## src/rtl/audio_clock_synthesis_pkg.sv

```systemverilog
// Constants, register map and helper functions for the audio clock block.
// Assumes a 50 MHz system clock that stands in for the internal video clock.
package audio_clock_synthesis_pkg;
  // ---------------------------------------------------------------
  // Register map
  // ---------------------------------------------------------------
  localparam logic [7:0] REG_RESYNC = 8'h1A;
  localparam logic [7:0] REG_LOCK = 8'h1F;
  localparam logic [7:0] REG_WINDOW = 8'h31;
  localparam logic [7:0] REG_MULT = 8'h3F;
  localparam logic [15:0] WINDOW_RST = 16'h0100;
  localparam logic [15:0] WINDOW_MASK = 16'h03A0;
  localparam logic [15:0] MULT_RST = 16'h000C;
  localparam logic [15:0] MULT_MASK = 16'h01FF;
  localparam int WIN_LSB = 32'h7;
  localparam int ALLOW_BIT = 32'h5;
  localparam int LOCK_BIT = 32'h1;
  localparam int ALIGN_BIT = 32'h0;
  localparam int RESYNC_AFS_BIT = 32'h0;
  localparam int RESYNC_TEN_BIT = 32'h1;
  localparam int MULT_W = 32'h3;
  // ---------------------------------------------------------------
  // Encodings
  // ---------------------------------------------------------------
  localparam logic [2:0] SEL_OFF = 3'h0;
  localparam logic [2:0] SEL_96K = 3'h4;
  localparam logic [2:0] MUL_FS = 3'h0;
  localparam logic [2:0] MUL_64 = 3'h1;
  localparam logic [2:0] MUL_128 = 3'h2;
  localparam logic [2:0] MUL_192 = 3'h3;
  localparam logic [2:0] MUL_256 = 3'h4;
  localparam logic [2:0] MUL_384 = 3'h5;
  localparam logic [2:0] MUL_512 = 3'h6;
  localparam logic [2:0] FR_24 = 3'h0;
  localparam logic [2:0] FR_2997 = 3'h2;
  localparam logic [2:0] FR_30 = 3'h3;
  localparam logic [2:0] FR_5994 = 3'h5;
  localparam logic [2:0] FR_60 = 3'h6;
  localparam logic [2:0] FR_2398 = 3'h7;
  localparam logic [7:0] ZBIT_LAST = 8'hBF;
  localparam logic [3:0] TEN_SHORT = 4'h5;
  localparam logic [3:0] TEN_LONG = 4'hA;
  localparam logic [22:0] THIRD_PHASE = 23'h2AAAAB;
  // ---------------------------------------------------------------
  // Timing and phase increments
  // ---------------------------------------------------------------
  localparam int CLK_NS = 32'h14;
  localparam int WIN_MIN_NS = 32'h2C;
  localparam int WIN_MIN_CYC = (WIN_MIN_NS / CLK_NS) < 1 ? 1 : (WIN_MIN_NS / CLK_NS);
  localparam logic [63:0] CLK_HZ = 64'h2FAF080;
  localparam logic [63:0] TWO32 = 64'h100000000;
  localparam logic [63:0] SLOW_NUM = 64'h3E8;
  localparam logic [63:0] SLOW_DEN = 64'h3E9;
  localparam logic [31:0] INC_32K = 32'((64'h7D00 * TWO32) / CLK_HZ);
  localparam logic [31:0] INC_44K = 32'((64'hAC44 * TWO32) / CLK_HZ);
  localparam logic [31:0] INC_48K = 32'((64'hBB80 * TWO32) / CLK_HZ);
  localparam logic [31:0] INC_96K = 32'((64'h17700 * TWO32) / CLK_HZ);
  localparam logic [31:0] INC_S32K = 32'((64'h7D00 * SLOW_NUM * TWO32) / (SLOW_DEN * CLK_HZ));
  localparam logic [31:0] INC_S44K = 32'((64'hAC44 * SLOW_NUM * TWO32) / (SLOW_DEN * CLK_HZ));
  localparam logic [31:0] INC_S48K = 32'((64'hBB80 * SLOW_NUM * TWO32) / (SLOW_DEN * CLK_HZ));

  typedef enum logic {ALIGN_WAIT, ALIGN_TRACK} align_state_t;

  function automatic logic is_drop(input logic [2:0] fr);
    return (fr == FR_2997) || (fr == FR_5994) || (fr == FR_2398);
  endfunction

  function automatic logic [31:0] rate_inc(input logic [2:0] sel);
    case (sel)
      3'h1: return INC_32K;
      3'h2: return INC_44K;
      3'h3: return INC_48K;
      3'h4: return INC_96K;
      3'h5: return INC_S32K;
      3'h6: return INC_S44K;
      3'h7: return INC_S48K;
      default: return 32'h0;
    endcase
  endfunction

  // Frames per audio frame sequence
  function automatic logic [7:0] seq_len(input logic [2:0] sel, input logic [2:0] fr);
    case (sel)
      3'h1: return (fr == FR_2997 || fr == FR_5994) ? 8'h0F :
        (fr == FR_24 || fr == FR_30 || fr == FR_60 || fr == FR_2398) ? 8'h03 : 8'h01;
      3'h2: return (fr == FR_2997) ? 8'h64 : (fr == FR_5994) ? 8'hC8 :
        (fr == FR_2398) ? 8'h50 : (fr == FR_24) ? 8'h02 : 8'h01;
      3'h3, 3'h4: return (fr == FR_2997 || fr == FR_5994) ? 8'h05 : 8'h01;
      3'h5: return 8'h03;
      3'h6: return (fr == FR_2398) ? 8'h02 : 8'h01;
      default: return 8'h01;
    endcase
  endfunction
endpackage

```

## src/rtl/audio_clock_synthesis.sv

```systemverilog
// Audio clock generator: three audio clocks, frame sync and ten-field marker.
// Assumes a host register port on clk_sys_i and video timing pins from outside.
//
// What this block does
// - Select 000 disables clocks, 001-100 give 32/44.1/48/96k, 101-111 slow rates.
// - Slow rates only with 23.98/29.97/59.94 video; slow is nominal times 1000/1001.
// - Host override bit takes the rate from the host field, ignoring pins.
// - Effective select 000 puts all three clock outputs into high impedance.
// - After reset outputs run at 256, 64 and 1 times the sample rate.
// - Each output has a 3-bit multiple field at 3Fh; 111 is block-start flag.
// - 192fs and 384fs work only while allow-384 bit is high.
// - Block-start flag is high one sample period out of every 192.
// - The 1x sample clock has an exact 50 percent duty cycle.
// - At 96k with 192/384 in use or allow-384, 512fs has 33 percent duty.
// - First frame sync rising edge resets the phase accumulator, not the block-start counter, to align audio with video.
// - Dividers drift freely and are reset again when drift exceeds the window.
// - Window is bits 9-7 of 31h, default 010, doubling per code, 1XX widest.
// - Status 1Fh bit 1 shows audio PLL lock.
// - The 1x clock aligns with line 1 horizontal sync at the sequence start.
// - Sequence length follows samples per frame, e.g. five frames for 48k at 29.97.
// - Field-ID input active at line 1 sync resynchronises the frame sequence.
// - Without field-ID the block makes its own frame sync for the format.
// - Write to 1Ah resets frame sync and/or ten-field divider at next frame.
// - Audio control bit 0 stops field-ID from resetting the frame sync divider.
// - Allow-384 is bit 5 of 31h and resets low.
`timescale 1ns/1ns
module audio_clock_synthesis
  import audio_clock_synthesis_pkg::*;
(
  input wire logic clk_sys_i,
  input wire logic nrst_i,
  input wire logic host_wr_i,
  input wire logic [7:0] host_addr_i,
  input wire logic [15:0] host_wdata_i,
  output logic [15:0] host_rdata_o,
  input wire logic [2:0] sample_rate_select_i,
  input wire logic host_rate_override_i,
  input wire logic [2:0] host_sample_rate_i,
  input wire logic field_id_ignore_i,
  input wire logic [2:0] video_frame_rate_i,
  input wire logic line1_hsync_i,
  input wire logic field_id_i,
  input wire logic audio_pll_lock_i,
  output logic audio_clock_out_first_o,
  output logic audio_clock_out_second_o,
  output logic audio_clock_out_third_o,
  output logic audio_clock_oe_o,
  output logic audio_frame_sync_pulse_o,
  output logic ten_field_marker_o
);
  // ---------------------------------------------------------------
  // Pin synchronisers
  // ---------------------------------------------------------------
  logic [5:0] pin_meta_ff;
  logic [5:0] pin_sync_ff;
  logic [2:0] pin_sel;
  logic line1_sync;
  logic fid_sync;
  logic lock_sync;

  always_ff @(posedge clk_sys_i or negedge nrst_i)
  begin
    if (!nrst_i)
    begin
      pin_meta_ff <= 6'h00;
      pin_sync_ff <= 6'h00;
    end
    else
    begin
      pin_meta_ff <= {audio_pll_lock_i, field_id_i, line1_hsync_i, sample_rate_select_i};
      pin_sync_ff <= pin_meta_ff;
    end
  end

  assign pin_sel = pin_sync_ff[2:0];
  assign line1_sync = pin_sync_ff[3];
  assign fid_sync = pin_sync_ff[4];
  assign lock_sync = pin_sync_ff[5];

  // ---------------------------------------------------------------
  // Sample rate selection
  // ---------------------------------------------------------------
  logic [2:0] sel_eff;
  logic [2:0] sel_prev_ff;
  logic slow_sel;
  logic drop_rate;
  logic rate_on;
  logic sel_change;
  logic [31:0] inc;

  assign sel_eff = host_rate_override_i ? host_sample_rate_i : pin_sel;
  assign drop_rate = is_drop(video_frame_rate_i);
  assign slow_sel = sel_eff[2] && (sel_eff[1:0] != 2'h0);
  assign rate_on = (sel_eff != SEL_OFF) && !(slow_sel && !drop_rate);
  assign inc = rate_inc(sel_eff);
  assign sel_change = sel_eff != sel_prev_ff;

  always_ff @(posedge clk_sys_i or negedge nrst_i)
  begin
    if (!nrst_i)
      sel_prev_ff <= SEL_OFF;
    else
      sel_prev_ff <= sel_eff;
  end

  // ---------------------------------------------------------------
  // Host registers
  // ---------------------------------------------------------------
  logic [15:0] window_ff;
  logic [15:0] mult_ff;
  logic [15:0] rdata_ff;
  logic [15:0] status_word;
  logic [2:0] win_code;
  logic allow;
  logic wr_resync;
  align_state_t align_ff;

  assign win_code = window_ff[WIN_LSB +: 3];
  assign allow = window_ff[ALLOW_BIT];
  assign wr_resync = host_wr_i && (host_addr_i == REG_RESYNC);

  always_ff @(posedge clk_sys_i or negedge nrst_i)
  begin
    if (!nrst_i)
    begin
      window_ff <= WINDOW_RST;
      mult_ff <= MULT_RST;
    end
    else if (host_wr_i)
    begin
      if (host_addr_i == REG_WINDOW)
        window_ff <= host_wdata_i & WINDOW_MASK;
      if (host_addr_i == REG_MULT)
        mult_ff <= host_wdata_i & MULT_MASK;
    end
  end

  always_comb
  begin
    status_word = 16'h0000;
    status_word[LOCK_BIT] = lock_sync;
    status_word[ALIGN_BIT] = (align_ff == ALIGN_TRACK);
  end

  always_ff @(posedge clk_sys_i or negedge nrst_i)
  begin
    if (!nrst_i)
      rdata_ff <= 16'h0000;
    else
    begin
      case (host_addr_i)
        REG_LOCK: rdata_ff <= status_word;
        REG_WINDOW: rdata_ff <= window_ff;
        REG_MULT: rdata_ff <= mult_ff;
        default: rdata_ff <= 16'h0000;
      endcase
    end
  end

  assign host_rdata_o = rdata_ff;

  // ---------------------------------------------------------------
  // Frame sequence and ten-field dividers
  // ---------------------------------------------------------------
  logic line_prev_ff;
  logic frame_edge;
  logic afs_pend_ff;
  logic ten_pend_ff;
  logic [7:0] seq;
  logic [7:0] afs_cnt_ff;
  logic [7:0] nxt_afs_cnt;
  logic [3:0] ten_len;
  logic [3:0] ten_cnt_ff;
  logic [3:0] nxt_ten_cnt;
  logic afs_restart;
  logic ten_restart;
  logic afs_evt;
  logic ten_evt;
  logic afs_ff;
  logic ten_ff;

  assign frame_edge = line1_sync && !line_prev_ff;
  assign seq = seq_len(sel_eff, video_frame_rate_i);
  assign ten_len = (video_frame_rate_i == FR_2997 || video_frame_rate_i == FR_30) ? TEN_SHORT : TEN_LONG;
  assign afs_restart = frame_edge && ((fid_sync && !field_id_ignore_i) || afs_pend_ff);
  assign ten_restart = frame_edge && (fid_sync || ten_pend_ff);

  always_comb
  begin
    nxt_afs_cnt = afs_cnt_ff;
    if (afs_restart)
      nxt_afs_cnt = 8'h00;
    else if (frame_edge)
      nxt_afs_cnt = (afs_cnt_ff + 8'h01 >= seq) ? 8'h00 : afs_cnt_ff + 8'h01;
  end

  always_comb
  begin
    nxt_ten_cnt = ten_cnt_ff;
    if (ten_restart)
      nxt_ten_cnt = 4'h0;
    else if (frame_edge)
      nxt_ten_cnt = (ten_cnt_ff + 4'h1 >= ten_len) ? 4'h0 : ten_cnt_ff + 4'h1;
  end

  assign afs_evt = frame_edge && (nxt_afs_cnt == 8'h00);
  assign ten_evt = frame_edge && (nxt_ten_cnt == 4'h0);

  always_ff @(posedge clk_sys_i or negedge nrst_i)
  begin
    if (!nrst_i)
    begin
      line_prev_ff <= 1'b0;
      afs_pend_ff <= 1'b0;
      ten_pend_ff <= 1'b0;
      afs_cnt_ff <= 8'h00;
      ten_cnt_ff <= 4'h0;
      afs_ff <= 1'b0;
      ten_ff <= 1'b0;
    end
    else
    begin
      line_prev_ff <= line1_sync;
      // New request wins over consumption at a frame edge
      afs_pend_ff <= (wr_resync && host_wdata_i[RESYNC_AFS_BIT]) || (afs_pend_ff && !frame_edge);
      ten_pend_ff <= (wr_resync && host_wdata_i[RESYNC_TEN_BIT]) || (ten_pend_ff && !frame_edge);
      afs_cnt_ff <= nxt_afs_cnt;
      ten_cnt_ff <= nxt_ten_cnt;
      afs_ff <= afs_evt || (afs_ff && line1_sync);
      ten_ff <= ten_evt || (ten_ff && line1_sync);
    end
  end

  assign audio_frame_sync_pulse_o = afs_ff;
  assign ten_field_marker_o = ten_ff;

  // ---------------------------------------------------------------
  // Sample phase accumulator and alignment
  // ---------------------------------------------------------------
  logic [31:0] acc_ff;
  logic [32:0] acc_sum;
  logic [31:0] acc_adv;
  logic [31:0] err;
  logic [2:0] shift;
  logic [39:0] thr;
  logic drift_big;
  logic realign;
  logic wrap;
  align_state_t nxt_align;

  assign acc_sum = {1'b0, acc_ff} + {1'b0, inc};
  assign acc_adv = acc_sum[31:0];
  assign wrap = acc_sum[32];
  assign err = acc_ff[31] ? (32'h0 - acc_ff) : acc_ff;
  assign shift = win_code[2] ? 3'h4 : {1'b0, win_code[1:0]};
  assign thr = ({8'h00, inc} * 40'(WIN_MIN_CYC)) << shift;
  assign drift_big = {8'h00, err} > thr;
  assign realign = afs_evt && rate_on && ((align_ff == ALIGN_WAIT) || drift_big);

  always_comb
  begin
    nxt_align = align_ff;
    case (align_ff)
      ALIGN_WAIT:
        if (realign)
          nxt_align = ALIGN_TRACK;
      ALIGN_TRACK:
        if (sel_change || !rate_on)
          nxt_align = ALIGN_WAIT;
      default: nxt_align = ALIGN_WAIT;
    endcase
  end

  always_ff @(posedge clk_sys_i or negedge nrst_i)
  begin
    if (!nrst_i)
    begin
      align_ff <= ALIGN_WAIT;
      acc_ff <= 32'h0;
    end
    else
    begin
      align_ff <= nxt_align;
      acc_ff <= (!rate_on || realign) ? 32'h0 : acc_adv;
    end
  end

  // ---------------------------------------------------------------
  // Block-start counter and clock outputs
  // ---------------------------------------------------------------
  logic [7:0] zbit_cnt_ff;
  logic zbit;
  logic [31:0] p3;
  logic any_high;
  logic third_mode;
  logic [2:0] nxt_aclk;
  logic [2:0] aclk_ff;
  logic oe_ff;
  logic fs_ref;

  function automatic logic aclk_bit(input logic [2:0] m, input logic [31:0] a, input logic [31:0] a3,
                                    input logic al, input logic th, input logic zb);
    case (m)
      MUL_FS: return ~a[31];
      MUL_64: return ~a[25];
      MUL_128: return ~a[24];
      MUL_192: return al && ~a3[25];
      MUL_256: return ~a[23];
      MUL_384: return al && ~a3[24];
      MUL_512: return th ? (a[22:0] < THIRD_PHASE) : ~a[22];
      default: return zb;
    endcase
  endfunction

  assign zbit = (zbit_cnt_ff == 8'h00);
  assign p3 = acc_ff + {acc_ff[30:0], 1'b0};
  assign fs_ref = ~acc_ff[31];

  always_comb
  begin
    any_high = 1'b0;
    for (int i = 0; i < 3; i++)
    begin
      if (mult_ff[MULT_W*i +: MULT_W] == MUL_192 || mult_ff[MULT_W*i +: MULT_W] == MUL_384)
        any_high = 1'b1;
    end
  end

  assign third_mode = (sel_eff == SEL_96K) && (allow || any_high);

  always_comb
  begin
    nxt_aclk = 3'h0;
    for (int i = 0; i < 3; i++)
      nxt_aclk[i] = aclk_bit(mult_ff[MULT_W*i +: MULT_W], acc_ff, p3, allow, third_mode, zbit);
  end

  always_ff @(posedge clk_sys_i or negedge nrst_i)
  begin
    if (!nrst_i)
      zbit_cnt_ff <= 8'h00;
    else if (wrap)
      zbit_cnt_ff <= (zbit_cnt_ff == ZBIT_LAST) ? 8'h00 : zbit_cnt_ff + 8'h01;
  end

  always_ff @(posedge clk_sys_i or negedge nrst_i)
  begin
    if (!nrst_i)
    begin
      aclk_ff <= 3'h0;
      oe_ff <= 1'b0;
    end
    else
    begin
      aclk_ff <= rate_on ? nxt_aclk : 3'h0;
      oe_ff <= rate_on;
    end
  end

  assign audio_clock_out_first_o = aclk_ff[0];
  assign audio_clock_out_second_o = aclk_ff[1];
  assign audio_clock_out_third_o = aclk_ff[2];
  assign audio_clock_oe_o = oe_ff;

  // ---------------------------------------------------------------
  // Assertions
  // ---------------------------------------------------------------
  logic first_ff;

  always_ff @(posedge clk_sys_i or negedge nrst_i)
  begin
    if (!nrst_i)
      first_ff <= 1'b0;
    else
      first_ff <= 1'b1;
  end
endmodule

```

## config.mk

```make
export PLATFORM = sky130hd
export DESIGN_NAME = audio_clock_synthesis
export DESIGN_NICKNAME = d
export VERILOG_FILES = /design/src/rtl/audio_clock_synthesis_pkg.sv /design/src/rtl/audio_clock_synthesis.sv
export SDC_FILE = /design/constraint.sdc
export NUM_CORES = 1
export LEC_CHECK = 0
export BUFFER_PORTS_ARGS = -buffer_cell sky130_fd_sc_hd__buf_4
export CAP_MARGIN = 20
export CORE_ASPECT_RATIO = 0.75
export CORE_MARGIN = 3
export CORE_UTILIZATION = 25
export CTS_CLUSTER_DIAMETER = 30
export DETAILED_ROUTE_END_ITERATION = 8
export GPL_TIMING_DRIVEN = 1
export SETUP_SLACK_MARGIN = 0.3
export SLEW_MARGIN = 10
export SYNTH_ARGS = -nofsm -noshare
export SYNTH_HDL_FRONTEND = slang
export SYNTH_SLANG_ARGS = --single-unit
```

## constraint.sdc

```tcl
create_clock -name clk_sys_i -period 11.6 [get_ports clk_sys_i]
set_clock_uncertainty 0.2 [all_clocks]
set_input_delay 2.32 -clock clk_sys_i [delete_from_list [all_inputs] [get_ports clk_sys_i]]
set_output_delay 2.32 -clock clk_sys_i [all_outputs]
set_load 0.05 [all_outputs]
```

# After elaboration in Yosys (flattened, before gate mapping)

Cells that the tools add are included.
Widths: inputs -> output; s select.

ROM bits: 0
RAM bits: 0
Memories kept: 0
Bits in latches: 0
Input port bits: 41
Register bits after elaboration: 106

$add $sub $neg: 6
$mul: 0
Shifts and indexed selects: 1
Reductions and logical operators: 58
Bitwise logic cells: 8
Magnitude comparators: 4
Multiplexer cells: 34
Eq/ne operators: 36
Divide/modulo/power cells: 0

Operator list:

| cell                  | count |
|---|---|
| $pmux 23 s7           | 1 |
| $mux 32               | 2 |
| $eq 3x3->1 const B    | 16 |
| $mux 8                | 6 |
| $gt 32x40->1          | 1 |
| $pmux 8 s5            | 1 |
| $shl 33x3->40         | 1 |
| $add 32x23->33        | 1 |
| $sub 1x32->32 const A | 1 |
| $eq 3x2->1 const B    | 10 |
| $pmux 10 s3           | 1 |
| $add 26x26->26        | 1 |
| $lt 23x22->1 const B  | 1 |
| $logic_and 1x1->1     | 21 |
| $pmux 1 s7            | 3 |
| $mux 4                | 5 |
| $logic_or 1x1->1      | 19 |
| $add 8x1->8 const B   | 2 |
| $eq 8x5->1 const B    | 2 |
| $eq 8x6->1 const B    | 2 |
| $logic_not 8->1       | 2 |
| $eq 3x1->1 const B    | 4 |
| $logic_not 3->1       | 4 |
| $mux 3                | 4 |
| other kinds (16)      | 36 |

# Depth between registers and ports, before layout

Gate-level depths: netlist (run 1).

Depth in word-level cells: 17
Depth in mapped cells: 21

# Worst setup path after synthesis (run 1)

No wires, ideal clock.

Kind: input to register
Start: input host_rate_override_i
End: register acc_ff[25]
Required time: 11.321 ns
Path buffers: 3
Arrival time: 5.919 ns
Setup slack: 5.402 ns
Cell stages on the path: 20
Cell sequence: buf_6 -> mux2i_2 -> clkinv_1 -> clkbuf_1 -> nand2_1 -> nor2_1 -> o21ai_0 -> o21ai_0 -> a22oi_1 -> o21ai_0 -> ha_1 -> a21o_1 -> a21o_1 -> a221oi_1 -> o221a_2 -> o211ai_1 -> a211oi_4 -> clkbuf_1 -> o21ai_0 -> mux2i_1

Cells in the longest elaborated chain, start to end: 14
Elaborated cells between the ends (all ways): 32

RTL lines:

| element                                  | RTL line                                                         | RTL |
|---|---|---|
| start: declaration                       | audio_clock_synthesis.sv:37                                      | `input wire logic host_rate_override_i,` |
| $mux 3 *                                 | audio_clock_synthesis.sv:91                                      | `assign sel_eff = host_rate_override_i ? host_sample_rate_i : pin_sel;` |
| $eq 3x3->1 or $eq 3x2->1 (tied branches) | audio_clock_synthesis_pkg.sv:69, audio_clock_synthesis_pkg.sv:83 |  |
| $reduce_or 2->1                          | audio_clock_synthesis_pkg.sv:83                                  | `case (sel)` |
| $pmux 8 s5                               | audio_clock_synthesis_pkg.sv:83                                  |  |
| $ge 8x8->1                               | audio_clock_synthesis.sv:194                                     | `nxt_afs_cnt = (afs_cnt_ff + 8'h01 >= seq) ? 8'h00 : afs_cnt_ff + 8'h01;` |
| $mux 8                                   | audio_clock_synthesis.sv:194                                     |  |
| $mux 8                                   | audio_clock_synthesis.sv:193                                     | `else if (frame_edge)` |
| $mux 8                                   | audio_clock_synthesis.sv:191                                     | `if (afs_restart)` |
| $logic_not 8->1                          | audio_clock_synthesis.sv:206                                     | `assign afs_evt = frame_edge && (nxt_afs_cnt == 8'h00);` |
| $logic_and 1x1->1                        | audio_clock_synthesis.sv:206                                     |  |
| $logic_and 1x1->1 (2 in series)          | audio_clock_synthesis.sv:258                                     | `assign realign = afs_evt && rate_on && ((align_ff == ALIGN_WAIT) \|\| drift_big);` |
| $logic_or 1x1->1                         | audio_clock_synthesis.sv:284                                     | `acc_ff <= (!rate_on \|\| realign) ? 32'h0 : acc_adv;` |
| $mux 32 *                                | audio_clock_synthesis.sv:284                                     |  |
| end signal: assignment                   | audio_clock_synthesis.sv:284                                     |  |
| end: declaration                         | audio_clock_synthesis.sv:240                                     | `logic [31:0] acc_ff;` |

Every way passes the cells marked *; elsewhere a longest branch is shown, timed or not.
A chain may end at the register's enable or synchronous reset.

# Final worst setup path (run 1)

Start: input host_rate_override_i
End: register acc_ff[13]

Same word-level chain as after synthesis.

==> flow_summary_export.csv, run 1 <==
group,metric,value,unit
clock_tree,clkTransAtPathRegs,0.07,ns
global_routing,antenna_found_initial,0,
clock_tree,cts.sinks,100,
pwr,power.density,154,nW/um^2
detailed_routing,wire_per_inst,15.9,um
cells_and_area,antenna_cells,0,
clock_tree,root_buffer,"clkbuf_16",
clock_tree,htreeDepth,3,
global_routing,grt-ovfl-total,0,
detailed_routing,firstDrtPassIters,6,
synth,synth_compound_area_share,23.6,%
min_path,min_path_type,"reg2reg",
place,gp_congestion,0.877,
floorplanning,start_util,25.4,%
cells_and_area,drive_above_1_share,9.32,%
synth,syn_area,9770,sq um
clock_tree,cts_tree,"done",
critical_path,arrival,7.50,ns
synth,yosysTopAreaCell,"dfrtp_1",
synth,synth_edf_count,0,
cells_and_area,fin_util,28.4,%
clock_tree,post_cts_resized,0,
flow_run,max-cap-violations,0,
cells_and_area,regArea,2510,sq um
min_path,min_path_cells,0,
timing,rsz0062_at_grt,"no",
global_routing,use_met1,19.1,%
global_routing,grt_pass1_wl,44300,um
floorplanning,io_pins,63,
timing,setup_viol,0,
detailed_routing,via_count,8883,
global_routing,met2_usage,20.3,%
clock_tree,cts_hold_buffers,0,
synth,yosysUniqueCellTypes,82,
floorplanning,core,38400,sq um
cells_and_area,area_delta_synth_final,11.5,%
synth,synth-xor-area-share,5.65,%
synth,synth_ff_type,"dfrtp_1",
global_routing,grt_pass1_vias,8381,
clock_tree,clock_latency,0.37,ns
synth,synth.yosys.warnings,0,
detailed_routing,post-route-drc-count,0,
pwr,power.total,1680,uW
global_routing,grt_max_degree,61,
synth,seq_area_frac_synth,25.7,%
detailed_routing,wl,27400,um
timing,slew_violations,0,
timing,hold_viol_final,0,
critical_path,crit_family,"compound AO/OA/AOI/OAI gates",
pwr,ir_drop,0.0856,mV
critical_path,cp_max_fo,24,
critical_path,crit_path_end_kind,"flip-flop",
timing,fmax,135,MHz
detailed_routing,drt-initial-drc-count,949,
global_routing,track_usage,13.1,%
detailed_routing,avgViaCountPerCell,5.15,
synth,synth_top_family_by_area,"compound AO/OA/AOI/OAI gates",
synth,yosys-top-cells-area,"dfrtp_1 (25%), ha_1 (16%), xnor2_1 (4.8%), a21oi_1 (4.5%), nand2_1 (4.3%)",
synth,synth_fa_ha_area_share,16.7,%
critical_path,path_buf_inv,3,
critical_path,critPathMaxStageDelay,0.71,ns
critical_path,cp_num_cells,15,
timing,relSlewSlack,31.7,%
place,port_buffers,50,
cells_and_area,multi_input_area,6770,sq um
global_routing,grt_use_met3,2.01,%
synth,yosys.area_share.simple,18.8,%
outcome,status,"complete, no violations",
synth,synthArstFlopShare,100,%
timing,period_share,64.0,%
global_routing,busiest_layer,"met2",
pwr,p_leak,0.00485,uW
synth,ys_ff_latch,100,
synth,synth_mux_area_share,4.20,%
synth,synth_area_per_cell,8.17,sq um
floorplanning,num_rows,62,
synth,synth_top_area_share,24.9,%
critical_path,crit_path_top_delay_cell,"a211oi_4",
place,dp_hpwl,20700,um
cells_and_area,n_fill_cell,4089,
timing,worst_pin_slew,1.01,ns
detailed_routing,ant_nets,0,
critical_path,cp.required,11.67,ns
critical_path,setup.worst_path.class,"in2reg",
floorplanning,die_area,41500,sq um
clock_tree,clockBufferDepth,2,
critical_path,crit_path_start_kind,"input pin",
synth,syn-instance-count,1196,
timing,finalSetupTns,0,ns
floorplanning,dieWidth,234,um
cells_and_area,nets,1376,
timing,min_period,7.43,ns
critical_path,rr_worst_depth,14,
critical_path,cp_cell_sequence,"buf_4 -> mux2i_4 -> clkinv_2 -> nor2_1 -> nand2_1 -> o311ai_0 -> ha_1 -> and4_1 -> a221oi_1 -> o221a_2 -> o211ai_1 -> a211oi_4 -> nor2_1 -> buf_4 -> nor3_1",
floorplanning,die_h,177,um
clock_tree,cts-buffers-inserted,9,
clock_tree,postCtsSetupBuffers,0,
==> metrics by stage <==
step / setup slack, ns / cells / instance area [sq um] / hold WS, ns
2_1_floorplan: 5.40 / 1203 / 9790 / 0.131
3_3_place_gp: 4.00 / 1708 / 10600 / 0.137
3_5_place_dp: 3.93 / 1708 / 10600 / 0.135
4_1_cts: 4.30 / 1724 / 10900 / 0.154
5_1_grt: 3.78 / 1724 / 10900 / 0.158
6_report: 4.17 / 1724 / 10900 / 0.151
==> layer usage <==
metal  share of wire (%)  vias up
met5                   0        -
met4                 1.2        0
met3                 5.9       25
met2                  43      291
met1                  50     4219
li1                    -     4348
==> layout make-up <==
| type | count | area share, % |
|---|---|---|
| multi-input cells | 973 | 62.1 |
| flip-flops and latches | 100 | 23.0 |
| well taps | 512 | 5.88 |
| repair buffers | 57 | 3.93 |
| inverters | 66 | 2.29 |
| clock buffers | 9 | 2.07 |
| clock inverters | 7 | 0.689 |
==> flip-flops by register name (all words and copies together), names as in the netlist <==
signal,flops
audio_frame_sync_pulse_o,1
pin_sync_ff,6
zbit_cnt_ff,8
mult_ff,9
sel_prev_ff,3
audio_clock_oe_o,1
ten_pend_ff,1
afs_cnt_ff,8
host_rdata_o,10
line_prev_ff,1
align_ff,1
ten_field_marker_o,1
acc_ff,32
afs_pend_ff,1
aclk_ff,3
ten_cnt_ff,4
pin_meta_ff,6
window_ff,4
==> where the power goes <==
| part | internal (uW) | switching, uW | total (uW) |
|---|---|---|---|
| Clock | 153 | 162 | 315 |
| Sequential | 396 | 88.8 | 484 |
| Combinational | 354 | 523 | 877 |
==> cells in the final DEF, fill, tap and decap left out, drive strengths merged, types with 10 or more instances in the layout <==
master,count
a21o,27
xnor2,54
nor2b,12
nor2,97
a31oi,14
buf,57
nand2,113
nand4,17
a21oi,91
nand2b,11
inv,68
mux2,17
o211ai,14
mux2i,19
ha,127
nor3,37
and3,17
o21a,16
nand3,34
dfrtp,97
o21ai,84
a22oi,10
==> logic make-up after synthesis <==
logic type | count (synthesis)
AOI/OAI and AO/OA | 352
xor gates and xnor gates | 63
adders and majority gates | 130
buffers and inverters | 130
DFF | 100
muxes | 36
other | 2
and+or+nand+nor | 383
==> path summary, 6_finish.rpt <==
kind / from / to / slack (ns)
setup / recovery: host_rate_override_i / acc_ff[13] / 4.17
hold / removal: pin_meta_ff[3] / pin_sync_ff[3] / 0.15
setup reg to reg: pin_sync_ff[0] / acc_ff[13] / 5.92
hold reg to reg: pin_meta_ff[3] / pin_sync_ff[3] / 0.15
max in group asynchronous: nrst_i / line_prev_ff / 8.30
min in group asynchronous: nrst_i / pin_sync_ff[2] / 1.73
==> Yosys cell counts (4+ instances only) <==
cell / number
a22oi_1: 10
a31oi_1: 14
o21a_1: 16
buf_1: 5
nand3_1: 33
ha_1: 127
nand4_1: 17
o2111ai_1: 6
nand2_1: 113
a22o_1: 8
nor3b_1: 5
o211ai_1: 14
nor2b_1: 12
nand2b_1: 11
mux2i_1: 16
o21ai_0: 82
and4_1: 6
a21o_1: 27
a211o_1: 4
o31ai_1: 8
o21bai_1: 9
inv_1: 61
o22ai_1: 5
nor4_1: 7
clkbuf_1: 50
mux2_2: 14
a21boi_0: 4
a221oi_1: 7
o41ai_1: 5
a21oi_1: 88
a211oi_1: 7
dfrtp_1: 97
and3_1: 17
or2_2: 4
buf_4: 6
nor3_1: 37
and2_1: 8
xor2_1: 9
xnor2_1: 54
or3_1: 5
nor2_1: 96
(Power assumes the default switching activity.)
==> run 2, diff against run 1 <==
--- a/config.mk
+++ b/config.mk
@@ -5,6 +5,7 @@
 export SDC_FILE = /design/constraint.sdc
 export NUM_CORES = 1
 export LEC_CHECK = 0
+export ABC_AREA = 1
 export BUFFER_PORTS_ARGS = -buffer_cell sky130_fd_sc_hd__buf_4
 export CAP_MARGIN = 20
 export CORE_ASPECT_RATIO = 0.75
==> constraint.sdc (replaced) <==
create_clock -name clk_sys_i -period 7 [get_ports clk_sys_i]
set_clock_uncertainty 0.2 [all_clocks]
set_input_delay 1.4 -clock clk_sys_i [delete_from_list [all_inputs] [get_ports clk_sys_i]]
set_output_delay 1.4 -clock clk_sys_i [all_outputs]
set_load 0.05 [all_outputs]
==> run 2 against run 1 <==
Net effect: first-iteration DRC count up 0.11%; die area is 0.93% lower; register-to-register slack lost 4.3 ns; non-clock buffer count decreased by 1; setup slack got worse by 2.9 ns; critical path depth up 9.
==> flow_summary_export.csv, run 2 <==
group,metric,value,unit
synth,yosysUniqueCellTypes,49,
timing,rsz0062_at_grt,"no",
global_routing,grt_pass1_wl,45600,um
global_routing,track_usage,13.9,%
timing,min_period,5.76,ns
cells_and_area,fin_util,29.0,%
clock_tree,cts.sinks,100,
detailed_routing,post-route-drc-count,0,
synth,yosys.cell_count.top_type,"nand2_1",
critical_path,crit_path_start_kind,"input pin",
detailed_routing,avgViaCountPerCell,4.78,
clock_tree,clockBufferDepth,2,
global_routing,grt_use_met3,3.74,%
clock_tree,post_cts_resized,0,
global_routing,use_met1,22.4,%
critical_path,critPathMaxStageDelay,0.39,ns
global_routing,grt_max_degree,57,
global_routing,antenna_found_initial,0,
place,dp_hpwl,23500,um
critical_path,cp.required,7.11,ns
pwr,p_leak,0.00556,uW
synth,yosysTopAreaCell,"dfrtp_1",
clock_tree,cts_tree,"done",
cells_and_area,nets,1617,
clock_tree,postCtsSetupBuffers,0,
synth,syn_area,9670,sq um
global_routing,grt_pass1_vias,8343,
global_routing,grt-ovfl-total,0,
synth,yosys-top-cells-area,"dfrtp_1 (25%), ha_1 (16%), nand2_1 (12%), inv_1 (7.3%), nor2_1 (6.7%)",
flow_run,max-cap-violations,0,
critical_path,crit_path_top_delay_cell,"nor3_1",
synth,synth.yosys.warnings,0,
critical_path,setup.worst_path.class,"in2reg",
cells_and_area,drive_above_1_share,8.19,%
floorplanning,die_h,176,um
place,gp_congestion,0.935,
synth,syn-instance-count,1399,
cells_and_area,antenna_cells,0,
critical_path,arrival,5.87,ns
cells_and_area,largest_register_ffs,32,
critical_path,cp_max_fo,13,
timing,hold_viol_final,0,
detailed_routing,wl,28600,um
timing,slew_violations,0,
synth,ys_ff_latch,100,
pwr,ir_drop,0.134,mV
place,dp_cells,1941,
detailed_routing,drt-initial-drc-count,950,
cells_and_area,fin_cells,1957,
clock_tree,clock_latency,0.37,ns
synth,synth_area_per_cell,6.91,sq um
detailed_routing,firstDrtPassIters,5,
synth,synth_edf_count,0,
timing,relSlewSlack,35.4,%
critical_path,crit_family,"simple AND/OR/NAND/NOR gates",
detailed_routing,via_count,9351,
timing,worst_pin_slew,0.965,ns
pwr,power.density,273,nW/um^2
place,port_buffers,50,
cells_and_area,mostFrequentLayoutCells,"nand2_1 (314), inv_1 (189), nor2_1 (172)",
clock_tree,cts-buffers-inserted,9,
detailed_routing,wire_per_inst,14.6,um
global_routing,busiest_layer,"met1",
timing,period_share,82.3,%
cells_and_area,top_register,"acc_ff",
critical_path,cp_cell_sequence,"buf_4 -> inv_2 -> nand2_1 -> nand2_2 -> nand2_2 -> nor2_1 -> inv_1 -> nand3_1 -> inv_1 -> nand2_1 -> o21ai_0 -> o21ai_0 -> inv_1 -> ha_1 -> nand4_1 -> nor3_1 -> nand3_1 -> a21oi_1 -> nand3_1 -> nand3_1 -> nand2_1 -> inv_2 -> nand2_1 -> nor2_1",
synth,synth_top_area_share,25.1,%
cells_and_area,layout_commonest_cell,"nand2_1",
cells_and_area,area_delta_synth_final,12.9,%
floorplanning,dieWidth,233,um
floorplanning,io_pins,63,
detailed_routing,ant_nets,0,
timing,setup_viol,0,
synth,seq_area_frac_synth,25.9,%
clock_tree,root_buffer,"clkbuf_16",
floorplanning,start_util,25.7,%
critical_path,crit_path_end_kind,"flip-flop",
global_routing,met2_usage,18.2,%
clock_tree,cts_hold_buffers,0,
min_path,min_path_type,"reg2reg",
critical_path,path_buf_inv,6,
floorplanning,core,37600,sq um
synth,synth_ff_type,"dfrtp_1",
floorplanning,die_area,41100,sq um
floorplanning,num_rows,61,
clock_tree,clkTransAtPathRegs,0.07,ns
timing,fmax,174,MHz
clock_tree,htreeDepth,3,
outcome,status,"complete, no violations",
synth,synthArstFlopShare,100,%
timing,finalSetupTns,0,ns
synth,synth_commonest_cells,"nand2_1 (314), inv_1 (189), nor2_1 (172)",
==> run 2: path summary, 6_finish.rpt <==
kind | startpoint | end | slack (ns) | cells after the start
worst min register to register | pin_meta_ff[5] | pin_sync_ff[5] | 0.15 | 0
min in group asynchronous | nrst_i | acc_ff[1] | 0.83 | 1
worst max-delay path | host_rate_override_i | acc_ff[21] | 1.24 | 24
max in group asynchronous | nrst_i | host_rdata_o[0] | 4.55 | 2
worst max register to register | acc_ff[4] | acc_ff[21] | 1.65 | 21
worst min-delay path | pin_meta_ff[5] | pin_sync_ff[5] | 0.15 | 0
==> run 2: power by group <==
part | switching, uW | total (uW) | internal (uW)
registers | 139 | 806 | 667
logic | 1070 | 1640 | 576
clock network | 240 | 529 | 289
total | 1450 | 2980 | 1530
==> run 2: stage by stage <==
step / hold WS, ns / area (sq um) / total power (uW) / worst slack (ns)
after floorplan: 0.131 / 9700 / 1990 / 2.57
after global placement: 0.133 / 10600 / 2400 / 1.00
after detailed placement: 0.135 / 10600 / 2430 / 0.843
after CTS: 0.152 / 10900 / 2980 / 1.23
after global routing: 0.156 / 10900 / 3270 / 0.731
final: 0.148 / 10900 / 2980 / 1.24
==> run 2: cells by family after synthesis <==
kind of cell | Yosys count | share of synthesized area, %
AND/OR/NAND/NOR | 656 | 29.3
AO/OA/AOI/OAI | 242 | 14.6
adder cells (fa/ha/maj) | 128 | 16.6
flip-flops | 100 | 25.9
other | 2 | 0.0776
buffers and inverters | 220 | 8.89
XOR/XNOR | 51 | 4.62
==> run 2: layout make-up <==
class,instances,area [sq um]
sequential,100,2510
clock inverter,5,60.1
clock buffer,11,243
tap,504,631
inverter,195,732
multi-input combinational,1086,6330
fill,4093,26700
timing repair buffer,56,420
==> run 2: worst reg2reg max path, cell delays in order, from the launching register on <==
cell      delay, ns
dfrtp_1        0.45
inv_1          0.24
ha_1           0.21
nand4_1        0.14
nor2_1         0.18
nand2_1        0.11
nor2_1         0.22
nand4_1        0.17
o21ai_0        0.61
o21ai_0        0.24
xor2_1         0.20
ha_1           0.31
nand2_1        0.08
nor3_1         0.46
a21boi_0       0.25
nand2_1        0.08
nand3_1        0.10
nand3_1        0.08
nand2_1        0.51
inv_2          0.25
nand2_1        0.14
nor2_1         0.04
==> run 2: per-layer routing <==
metal,routed length [um],up-vias
li1,-,4701
met1,15000,4346
met2,11000,281
met3,2400,23
met4,238,0
met5,0,-
